`config.mk`:
```
export PLATFORM = sky130hd
export DESIGN_NAME = spe_port
export DESIGN_NICKNAME = d
export VERILOG_FILES = /design/src/logic/spe_pkg.sv /design/src/logic/spe_link.sv /design/src/logic/spe_port.sv
export SDC_FILE = /design/constraint.sdc
export NUM_CORES = 1
export LEC_CHECK = 0
export ABC_AREA = 1
export BUFFER_PORTS_ARGS = -buffer_cell sky130_fd_sc_hd__buf_4
export CORE_ASPECT_RATIO = 0.9
export CORE_MARGIN = 3
export CORE_UTILIZATION = 57
export CTS_BUF_LIST = sky130_fd_sc_hd__clkbuf_2
export CTS_CLUSTER_DIAMETER = 60
export CTS_CLUSTER_SIZE = 28
export DETAILED_ROUTE_END_ITERATION = 7
export HOLD_SLACK_MARGIN = 0.1
export PLACE_DENSITY = 0.8
export SYNTH_ARGS = -nofsm -noshare
export SYNTH_HDL_FRONTEND = slang
export SYNTH_SLANG_ARGS = --single-unit
```
`constraint.sdc`:
```
create_clock -name clk -period 1.8 [get_ports clk]
set_input_delay 0.09 -clock clk [delete_from_list [all_inputs] [get_ports clk]]
set_output_delay 0.09 -clock clk [all_outputs]
set_load 0.05 [all_outputs]
```
`src/logic/spe_pkg.sv`:
```
package spe_pkg;
  // register byte offsets on the apb bus
  localparam logic [7:0] OFF_CTRL = 8'h00;
  localparam logic [7:0] OFF_MODE = 8'h04;
  localparam logic [7:0] OFF_STAT = 8'h08;
  localparam logic [7:0] OFF_MASK = 8'h0C;
  localparam logic [7:0] OFF_RXD = 8'h10;
  localparam logic [7:0] OFF_TXD = 8'h14;
  localparam logic [7:0] OFF_ERRC = 8'h18;
  // control_reg command bits, write-only, each acts when written as one
  localparam int CTRL_RX_RESET = 0;
  localparam int CTRL_RTS_HIGH = 1;
  localparam int CTRL_RTS_LOW = 2;
  localparam int CTRL_ENABLE = 3;
  localparam int CTRL_DISABLE = 4;
  // status and mask bit positions
  localparam int ST_RX_READY = 0;
  localparam int ST_TX_DONE = 1;
  localparam int ST_OVERLONG = 2;
  localparam int ST_OVERRUN = 3;
  localparam int ST_W = 4;
  // mode_reg field
  localparam int MODE_W = 3;
  typedef enum logic [2:0] {
    SPE_NORMAL = 3'b000,
    SPE_HANDSHAKE = 3'b001,
    SPE_SC_BLOCK = 3'b010,
    SPE_SPI_SLAVE = 3'b011,
    SPE_SYNC_SLAVE = 3'b100
  } spe_mode_t;
  // reset values
  localparam logic [7:0] TX_IDLE = 8'hFF;
  localparam logic [ST_W-1:0] MASK_RESET = 4'h0;
  localparam logic [7:0] ERRC_RESET = 8'h00;
  localparam logic RTS_RESET = 1'b0;
  // far side keeps the link clock at least this many system clocks per period
  localparam int LINK_MIN_RATIO = 9;
endpackage

```
`src/logic/spe_link.sv`:
```
`timescale 1ns/1ps
// link shifter: samples the external serial clock, frame select and data
module spe_link
  import spe_pkg::*;
#(
  parameter int DW = 8
) (
  input wire logic clk,
  input wire logic arst_n,
  input wire logic link_clk,
  input wire logic sel_n,
  input wire logic rxd,
  input wire logic [DW-1:0] tx_byte,
  output logic txd,
  output logic frame_start,
  output logic frame_done,
  output logic [DW-1:0] rx_byte,
  output logic [4:0] bit_count
);
  logic [2:0] sync1;
  logic [2:0] sync2;
  logic [1:0] prev;
  logic [DW-1:0] sh_rx, next_sh_rx, sh_tx, next_sh_tx, next_rx_byte;
  logic [4:0] next_bit_count;
  logic next_txd, next_frame_start, next_frame_done;
  logic in_frame, rise, fall, sel_fall, sel_rise;

  // the five-bit counter must still see a frame one bit too long
  if (DW < 2 || DW > 30) begin : g_dw_check
    $error("spe_link: DW out of range");
  end

  // two flip-flops per pin; the first stage feeds only the second
  for (genvar i = 0; i < 3; i++) begin : g_sync
    always_ff @(posedge clk or negedge arst_n) begin
      if (!arst_n) begin
        sync1[i] <= 1'b1;
        sync2[i] <= 1'b1;
      end else begin
        sync1[i] <= (i == 0) ? link_clk : (i == 1) ? sel_n : rxd;
        sync2[i] <= sync1[i];
      end
    end
  end

  assign in_frame = !sync2[1];
  assign rise = sync2[0] && !prev[0] && in_frame;
  assign fall = !sync2[0] && prev[0] && in_frame;
  assign sel_fall = prev[1] && !sync2[1];
  assign sel_rise = !prev[1] && sync2[1];

  // shifting: data in on rising link edges, out on falling, msb first
  always_comb begin
    next_sh_rx = sh_rx;
    next_sh_tx = sh_tx;
    next_txd = txd;
    next_bit_count = bit_count;
    next_rx_byte = rx_byte;
    next_frame_start = sel_fall;
    next_frame_done = sel_rise;
    if (sel_fall) begin
      next_sh_tx = tx_byte;
      next_txd = tx_byte[DW-1];
      next_bit_count = 5'h00;
    end else begin
      if (rise) begin
        next_sh_rx = {sh_rx[DW-2:0], sync2[2]};
        // saturate so an over-long frame still reads as too long
        if (bit_count != 5'h1F) next_bit_count = bit_count + 5'h01;
      end
      if (fall) begin
        next_sh_tx = {sh_tx[DW-2:0], 1'b1};
        next_txd = sh_tx[DW-2];
      end
    end
    if (sel_rise) begin
      next_rx_byte = sh_rx;
      next_txd = 1'b1;
    end
  end

  always_ff @(posedge clk or negedge arst_n) begin
    if (!arst_n) begin
      prev <= 2'h3;
      sh_rx <= '0;
      sh_tx <= '1;
      txd <= 1'b1;
      bit_count <= 5'h00;
      rx_byte <= '0;
      frame_start <= 1'b0;
      frame_done <= 1'b0;
    end else begin
      prev <= sync2[1:0];
      sh_rx <= next_sh_rx;
      sh_tx <= next_sh_tx;
      txd <= next_txd;
      bit_count <= next_bit_count;
      rx_byte <= next_rx_byte;
      frame_start <= next_frame_start;
      frame_done <= next_frame_done;
    end
  end
endmodule

```
`src/logic/spe_port.sv`:
```
`timescale 1ns/1ps
// Contract
// - smartcard mode: error count reads zero
// - smartcard block: receive locked after transmit
// - handshake mode: rts never raised automatically
// - force-high command drives rts high
// - force-low command drives rts low; if force-high is written with it, rts goes high
// - over-long spi frame errors, corrupts next reception
module spe_port
  import spe_pkg::*;
#(
  parameter int DW = 8
) (
  input wire logic clk,
  input wire logic arst_n,
  input wire logic psel,
  input wire logic penable,
  input wire logic pwrite,
  input wire logic [7:0] paddr,
  input wire logic [31:0] pwdata,
  output logic [31:0] prdata,
  output logic pready,
  output logic pslverr,
  input wire logic link_clk,
  input wire logic sel_n,
  input wire logic rxd,
  output logic txd,
  output logic rts,
  output logic irq
);
  spe_mode_t mode, next_mode;
  logic [ST_W-1:0] status, next_status, mask, next_mask;
  logic [DW-1:0] rx_data, next_rx_data, tx_data, next_tx_data;
  logic [7:0] err_count, next_err_count;
  logic enabled, next_enabled, rx_lock, next_rx_lock, corrupt, next_corrupt;
  logic tx_pending, next_tx_pending, tx_loaded, next_tx_loaded;
  logic next_rts, next_irq, next_pready, next_pslverr;
  logic [31:0] next_prdata;
  logic acc, wr, rd, ctrl_wr, mapped, accept;
  logic link_start, link_done;
  logic [DW-1:0] link_byte, link_tx;
  logic [4:0] link_bits;

  // the idle pattern and the register layout hold at most eight data bits
  if (DW < 2 || DW > 8) begin : g_dw_check
    $error("spe_port: DW out of range");
  end

  function automatic logic hit(input logic [7:0] a, input logic [7:0] off);
    hit = (a == off);
  endfunction

  // one wait state: pready rises in the second access cycle
  assign acc = psel && penable && pready;
  assign wr = acc && pwrite;
  assign rd = acc && !pwrite;
  assign ctrl_wr = wr && hit(paddr, OFF_CTRL);
  assign mapped = hit(paddr, OFF_CTRL) || hit(paddr, OFF_MODE) || hit(paddr, OFF_STAT)
    || hit(paddr, OFF_MASK) || hit(paddr, OFF_RXD) || hit(paddr, OFF_TXD)
    || hit(paddr, OFF_ERRC);
  assign link_tx = tx_pending ? tx_data : TX_IDLE[DW-1:0];

  spe_link #(.DW(DW)) spe_link_i (
    .clk(clk),
    .arst_n(arst_n),
    .link_clk(link_clk),
    .sel_n(sel_n),
    .rxd(rxd),
    .tx_byte(link_tx),
    .txd(txd),
    .frame_start(link_start),
    .frame_done(link_done),
    .rx_byte(link_byte),
    .bit_count(link_bits)
  );

  // a full frame is taken while enabled unless the smartcard block lock holds it off
  assign accept = link_done && enabled && link_bits == 5'(DW)
    && !(mode == SPE_SC_BLOCK && rx_lock);

  // apb answer path
  always_comb begin
    next_pready = psel && penable && !pready;
    next_pslverr = psel && penable && !pready && !mapped;
    next_prdata = prdata;
    if (psel && penable && !pready) begin
      next_prdata = 32'h0000_0000;
      if (!pwrite) begin
        unique case (1'b1)
          hit(paddr, OFF_MODE): next_prdata = {29'h0, mode};
          hit(paddr, OFF_STAT): next_prdata = {28'h0, status};
          hit(paddr, OFF_MASK): next_prdata = {28'h0, mask};
          hit(paddr, OFF_RXD): next_prdata = 32'(rx_data);
          hit(paddr, OFF_TXD): next_prdata = 32'(tx_data);
          // count is kept but never visible while in smartcard mode
          hit(paddr, OFF_ERRC):
            next_prdata = (mode == SPE_SC_BLOCK) ? 32'h0 : {24'h0, err_count};
          default: next_prdata = 32'h0000_0000;
        endcase
      end
    end
  end

  // control, link and interrupt state
  always_comb begin
    next_mode = mode;
    next_mask = mask;
    next_tx_data = tx_data;
    next_rx_data = rx_data;
    next_status = status;
    next_err_count = err_count;
    next_enabled = enabled;
    next_rx_lock = rx_lock;
    next_corrupt = corrupt;
    next_tx_pending = tx_pending;
    next_tx_loaded = tx_loaded;
    next_rts = rts;
    // clears first so that hardware events below win in the same cycle
    if (wr && hit(paddr, OFF_STAT)) next_status = status & ~pwdata[ST_W-1:0];
    if (rd && hit(paddr, OFF_RXD)) next_status[ST_RX_READY] = 1'b0;
    if (wr && hit(paddr, OFF_MODE)) next_mode = spe_mode_t'(pwdata[MODE_W-1:0]);
    if (wr && hit(paddr, OFF_MASK)) next_mask = pwdata[ST_W-1:0];
    if (wr && hit(paddr, OFF_TXD)) begin
      next_tx_data = pwdata[DW-1:0];
      next_tx_pending = 1'b1;
    end
    if (ctrl_wr) begin
      if (pwdata[CTRL_RX_RESET]) begin
        // the only way out of the block-mode lock; corruption hazard survives
        next_rx_lock = 1'b0;
        next_status[ST_RX_READY] = 1'b0;
      end
      if (pwdata[CTRL_ENABLE]) next_enabled = 1'b1;
      if (pwdata[CTRL_DISABLE]) next_enabled = 1'b0;
      // rts only ever moves on these commands, in every mode; high wins a tie
      if (pwdata[CTRL_RTS_LOW]) next_rts = 1'b0;
      if (pwdata[CTRL_RTS_HIGH]) next_rts = 1'b1;
    end
    if (link_start && enabled) begin
      next_tx_loaded = tx_pending;
      next_tx_pending = 1'b0;
    end
    if (link_done) begin
      next_tx_loaded = 1'b0;
      if (tx_loaded) begin
        next_status[ST_TX_DONE] = 1'b1;
        if (mode == SPE_SC_BLOCK) next_rx_lock = 1'b1;
      end
      if (enabled && mode == SPE_SPI_SLAVE && link_bits > 5'(DW)) begin
        next_status[ST_OVERLONG] = 1'b1;
        next_corrupt = 1'b1;
      end
    end
    if (accept) begin
      // the reception after an over-long frame comes out damaged
      next_rx_data = corrupt ? ~link_byte : link_byte;
      next_corrupt = 1'b0;
      if (status[ST_RX_READY]) begin
        next_status[ST_OVERRUN] = 1'b1;
        if (err_count != 8'hFF) next_err_count = err_count + 8'h01;
      end
      next_status[ST_RX_READY] = 1'b1;
    end
    next_irq = |(next_status & next_mask);
  end

  always_ff @(posedge clk or negedge arst_n) begin
    if (!arst_n) begin
      mode <= SPE_NORMAL;
      mask <= MASK_RESET;
      status <= '0;
      tx_data <= TX_IDLE[DW-1:0];
      rx_data <= '0;
      err_count <= ERRC_RESET;
      enabled <= 1'b0;
      rx_lock <= 1'b0;
      corrupt <= 1'b0;
      tx_pending <= 1'b0;
      tx_loaded <= 1'b0;
      rts <= RTS_RESET;
      irq <= 1'b0;
      pready <= 1'b0;
      pslverr <= 1'b0;
      prdata <= 32'h0000_0000;
    end else begin
      mode <= next_mode;
      mask <= next_mask;
      status <= next_status;
      tx_data <= next_tx_data;
      rx_data <= next_rx_data;
      err_count <= next_err_count;
      enabled <= next_enabled;
      rx_lock <= next_rx_lock;
      corrupt <= next_corrupt;
      tx_pending <= next_tx_pending;
      tx_loaded <= next_tx_loaded;
      rts <= next_rts;
      irq <= next_irq;
      pready <= next_pready;
      pslverr <= next_pslverr;
      prdata <= next_prdata;
    end
  end
endmodule

```
### Word level (Yosys, flattened, before mapping)

Cells that the tools add are included.
W data, S select, Z words.

| storage, ports and cells | value |
|---|---|
| bits of input ports | 48 |
| logic and storage cells | 146 |
| register bits after elaboration | 115 |

| operators by class | value |
|---|---|
| equality and inequality tests | 11 |
| mux-type cells | 40 |
| reductions and logical operators | 57 |
| $lt $le $gt $ge | 1 |
| bitwise logic cells | 5 |
| $add $sub $neg | 2 |

Operators by type and width:

| operator | count |
|---|---|
| $pmux W8 S6 | 1 |
| $mux W8 | 4 |
| $mux W1 | 27 |
| $logic_and A1 B1 Y1 | 25 |
| $eq A8 B5 Y1 const B | 3 |
| $reduce_bool A2 Y1 | 9 |
| $eq A8 B4 Y1 const B | 2 |
| $mux W5 | 3 |
| $mux W7 | 2 |
| $reduce_and A2 Y1 | 5 |
| $add A8 B1 Y8 const B | 1 |
| $and A4 B4 Y4 | 2 |
| $eq A8 B3 Y1 const B | 1 |
| $logic_not A1 Y1 | 8 |
| $logic_not A8 Y1 | 1 |
| $mux W4 | 2 |
| $ne A8 B8 Y1 const B | 1 |
| $not A8 Y8 | 1 |
| $eq A3 B2 Y1 const B | 2 |
| $logic_or A1 B1 Y1 | 6 |
| $add A5 B1 Y5 const B | 1 |
| $eq A5 B4 Y1 const B | 1 |
| $gt A5 B4 Y1 const B | 1 |
| $ne A5 B5 Y1 const B | 1 |
| other kinds (6) | 6 |

### Longest topological paths before layout

| depth | value |
|---|---|
| depth after elaboration | 11 |
| gate-level depth with buffers | 11 |

### Hierarchy

From an unflattened synthesis, not the netlist that was laid out.

| second synthesis, totals | value |
|---|---|
| cell total of the unflattened synthesis | 519 |
| area, all modules | 4553.1 µm² |

Modules (own cells, without submodules):

| module | area each (µm²) | cells an instance | times used | sequential area each (µm²) |
|---|---|---|---|---|
| spe_port | 2950.3 | 364 | 1 | 1311.3 |
| spe_link | 1602.8 | 155 | 1 | 996.0 |

### Worst setup path after synthesis

No wires, ideal clock.

| timing path | value |
|---|---|
| path type | register to register |
| start | register pready |
| end | register irq |
| setup slack | 0.063 ns |
| buffers on the path | 0 |
| setup time | 0.119 ns |
| arrival time | 1.618 ns |
| clock period less this slack | 1.737 ns |
| cell stages (with the launch flop) | 10 |
| path through | dfrtp_1 nand3_1 nor2_8 nand2_1 inv_1 nand2_1 nand3_1 nand2_1 nand2_1 nand2_1 |

| between the ends | value |
|---|---|
| cells in the longest elaborated chain, start to end | 10 |
| elaborated cells on any way between the ends | 20 |
| those cells by class | mux (11); bitwise (1); reduce/logical (8) |

Ends and longest elaborated chain:

| element | RTL line | source |
|---|---|---|
| start, declared | spe_port.sv:22 | `output logic pready,` |
| start signal, assigned | spe_port.sv:199 | `pready <= next_pready;` |
| $logic_and A1 B1 Y1 (*) | spe_port.sv:54 | `assign acc = psel && penable && pready;` |
| $logic_and A1 B1 Y1 | spe_port.sv:55 | `assign wr = acc && pwrite;` |
| $logic_and A1 B1 Y1 | spe_port.sv:119 | `if (wr && hit(paddr, OFF_STAT)) next_status = status & ~pwdata[ST_W-1:0];` |
| $mux W4 | spe_port.sv:119 |  |
| $mux W1 | spe_port.sv:120 | `if (rd && hit(paddr, OFF_RXD)) next_status[ST_RX_READY] = 1'b0;` |
| $mux W1 | spe_port.sv:128 | `if (pwdata[CTRL_RX_RESET]) begin` |
| $mux W1 (*) | spe_port.sv:127 | `if (ctrl_wr) begin` |
| $mux W1 (*) | spe_port.sv:154 | `if (accept) begin` |
| named net next_status[0] | spe_port.sv:32 | `logic [ST_W-1:0] status, next_status, mask, next_mask;` |
| $and A4 B4 Y4 (*) | spe_port.sv:164 | `next_irq = \|(next_status & next_mask);` |
| $reduce_or A4 Y1 (*) | spe_port.sv:164 |  |
| named net next_irq | spe_port.sv:37 | `logic next_rts, next_irq, next_pready, next_pslverr;` |
| end signal, assigned | spe_port.sv:198 | `irq <= next_irq;` |
| end, declared | spe_port.sv:29 | `output logic irq` |

The timed path passes the listed nets; every way through them passes the cells marked *.
A chain may end at the register's enable or synchronous reset.

### Worst setup path in the final report

| timing path | value |
|---|---|
| start | input paddr[0] |
| end | register tx_data[5] |

| between the ends | value |
|---|---|
| cells in the longest elaborated chain, start to end | 2 |

Ends and longest elaborated chain:

| element | RTL line | source |
|---|---|---|
| start, declared | spe_port.sv:19 | `input wire logic [7:0] paddr,` |
| $eq A8 B5 Y1 | spe_port.sv:50 | `hit = (a == off);` |
| $logic_and A1 B1 Y1 | spe_port.sv:123 | `if (wr && hit(paddr, OFF_TXD)) begin` |
| end signal, assigned | spe_port.sv:172 | `tx_data <= TX_IDLE[DW-1:0];` |
| end signal, assigned | spe_port.sv:189 | `tx_data <= next_tx_data;` |
| end, declared | spe_port.sv:33 | `logic [DW-1:0] rx_data, next_rx_data, tx_data, next_tx_data;` |

No other way between the ends.

==> summary.txt <==
Clock network
  • Clock-pin slew on the worst setup and hold paths: approximately 0.32 ns
  • H-tree levels: 3
  • Clock tree buffer depth: 2
  • TritonCTS clock tree: built
  • Num CTS Buffers: 9
  • Clock latency on the worst-skew pair: 0.59 ns
  • Clock Sinks: 91
  • Root buffer cell: clkbuf_2

Final layout
  • Post-route insts no fill: 694
  • Antenna fix cells: 0
  • Ratio of cells with drive above 1 in the final layout: 20.1%
  • # fillers: 535
  • Syn-to-layout area delta: 19.4%
  • Final #Nets: 648

STA
  • Max-slew headroom at the worst pin: 60.4%
  • Final hold violations: 0
  • Worst Skew: 0.0463 ns
  • Max-slew violation count: 0
  • Final setup viols: 0
  • Max Fclk: around 0.57 GHz
  • Fin crit period: roughly 1.7 ns
  • Post-route clock period utilization: 97.2%
  • Worst-margin pin slew: 0.594 ns

Critical path
  • Crit start category: input pin
  • Worst EP required: 2.34 ns
  • Crit path arrival time: 2.29 ns
  • CP Class: input pin to register
  • Worst R2R Path Depth: 5
  • Reg2reg end: status[2]
  • Worst-path fanout max: 13
  • RR Startpoint: mode[1]
  • Critical path capture point type: register
  • FF-to-FF setup slack: around 0.15 ns

Yosys
  • Syn_area_per_cell: 8.67 sq um
  • Yosys top cell area share: 37.9%
  • Main flop type after synthesis: dfrtp_1
  • Post-Synth Adder-Cell Area: 1.13%
  • Post-synth EDFFs: 0
  • Biggest area consumer among synthesized cells: dfrtp_1
  • Top post-synthesis cells by area: dfrtp_1 38%, dfstp_2 14%, nand2_1 12%, o21ai_0 7.2%, nand3_1 4.4%
  • Post-synthesis cell type count: 33
  • #FFs+latches synth: 91
  • Syn Inst Count: between 500 and 600
  • Largest family of logic cells by synthesized area: simple AND/OR/NAND/NOR gates
  • Count leader, synth: nand2_1
  • Syn. warnings: 0
  • Top cells by count, synth: 142 x nand2_1, 67 x dfrtp_1, 64 x o21ai_0
  • Register area share after synthesis: between 50% and 60%
  • Xor/xnor cell area share of the yosys netlist: approximately 2.6%
  • Simple-gate share of the synthesized area: 24.7%
  • Compound-Gate Fraction of Synth Area: slightly below 9%
  • Mux cell area share after synthesis: 1.10%
  • Mapped Area: 4430 sq um
  • Async SR Flop Fraction: 100%

Global routing
  • All-layer global routing usage: 24.0%
  • Vias in the first global route: 3563
  • First-pass GRT wire length: 16600 microns
  • Initial antenna violation count: 0
  • Pin count of the biggest net entering global routing: 45
  • Grt ovf: 0

Power and ir drop
  • Leakage Power: ~2.6 nW
  • Worst VDD drop: slightly above 0.6 mV
  • Pwr Density: 735 nW/um^2
  • Power, Total: 3.89 mW

Die
  • Core Area: between 7000 and 8000 sq um
  • Total die area: around 9000 sq um
  • Vert. Die Dim: 89.6 microns
  • Starting Density: 60.7%
  • # rows: 29
  • IO Count: 85
  • Die extent in x: 98.9 microns

Drt
  • Routed vias: 3628
  • DR iter-0 viols: 236
  • Antenna viol nets, final: 0
  • Drt total wl: approximately 10000 microns
  • DR DRC count: 0
  • Wirelength per Cell: 14.1 microns
  • Via density: 5.23
  • Initial DRT Pass Iterations: 6

Outcome
  • Status: finished, final reports clean

Min path
  • Min-Delay Endpoint: enabled
  • Cells on Worst Hold Path: 3
  • Worst Hold Class: input pin to register
  • Worst min-delay path startpoint: pwdata[4]

Placed design
  • Placed Cells incl. Taps: 639
  • Post-detail-place hpwl: around 6700 microns
  • GPL Wtd Cong: 0.861
  • I/O Buffers: 36

Run
  • Max cap viols: 0
-- metal layers --
| metal | wire length (microns) | share of wire (%) | up-vias | global-route usage (%) |
|---|---|---|---|---|
| met2 | 4810 | 49 | 132 | 41.3 |
| li1 | - | - | 1768 | - |
| met3 | 683 | 7.0 | 20 | 4.25 |
| met1 | 4100 | 42 | 1708 | 30.8 |
| met5 | 0 | 0 | - | 0 |
| met4 | 214 | 2.2 | 0 | 9.06 |
-- where the power goes --
| group | total, mW | switching, mW | internal (mW) |
|---|---|---|---|
| clock network | 1.05 | 0.807 | 0.243 |
| logic | 0.574 | 0.380 | 0.194 |
| registers | 2.26 | 0.0668 | 2.20 |
-- timing repair --
item / in CTS / in global routing
resized for setup: 0 / 12
buffers inserted: 0 / 5
setup endpoints to repair: 0 / 25
endpoints found under the hold margin: 115 / 0
hold buffers: 35 / 0
-- through the flow --
step / instance area, sq um / setup slack, ns / TNS (ns) / util [%] / hold WS, ns
finish: 5290 / 0.0500 / 0 / 72.5 / 0.159
global route: 5290 / -0.00449 / -0.00449 / 72.5 / 0.154
CTS: 5230 / 0.0136 / 0 / 71.7 / 0.142
detailed placement: 4750 / 0.0874 / 0 / 65.1 / 0.129
global placement: 4750 / 0.123 / 0 / 65.1 / 0.121
floorplan: 4510 / 0.0631 / 0 / - / -0.206
-- cells in the final DEF, fill, tap and decap left out, types with 7 or more instances in the layout --
| cell type | synthesis | routed |
|---|---|---|
| nand2_1 | 142 | 142 |
| dlygate4sd3_1 | 0 | 32 |
| clkbuf_2 | 0 | 9 |
| a21oi_1 | 8 | 8 |
| xnor2_1 | 12 | 12 |
| nand3_1 | 39 | 36 |
| buf_4 | 24 | 46 |
| conb_1 | 1 | 24 |
| o21ai_0 | 64 | 62 |
| nor3_1 | 7 | 7 |
| dfrtp_1 | 67 | 67 |
| nor2_1 | 22 | 20 |
| dfstp_2 | 24 | 24 |
| inv_1 | 52 | 50 |
-- critical path, stage by stage --
cell           delay [ns]
dlygate4sd3_1        0.54
buf_4                0.15
nor2_4               0.16
nand3_2              0.07
dlygate4sd3_1        0.65
nor2_8               0.18
nand2_4              0.14
mux2_2               0.29
-- kinds of logic (layout without fill, tap and decap cells) --
kind of cell	Yosys count	count (layout)
flip-flops	91	91
other	1	24
XOR/XNOR	13	13
AND/OR/NAND/NOR	235	236
AO/OA/AOI/OAI	76	76
adder cells (fa/ha/maj)	4	4
buffers and inverters	87	153
multiplexers	4	4
-- layout make-up --
class                      count  area, sq um  area share (%)
timing repair buffer          81          703            13.3
clock inverter                 7         81.3            1.54
clock buffer                   9         45.0           0.852
tap                           93          116            2.20
sequential                    91         2310            43.7
multi-input combinational    357         1820            34.4
inverter                      56          213            4.02
-- how the worst max path moves through the flow --
stage / from / end / slack [ns]
finish: paddr[0] / tx_data[5] / 0.05
global route: paddr[0] / prdata[4] / -0.004
CTS: pready / status[2] / 0.01
detailed placement: spe_link_i.bit_count[0] / err_count[5] / 0.09
global placement: spe_link_i.bit_count[0] / err_count[5] / 0.12
floorplan: pready / irq / 0.06
Power figures use the tool's default switching activity.
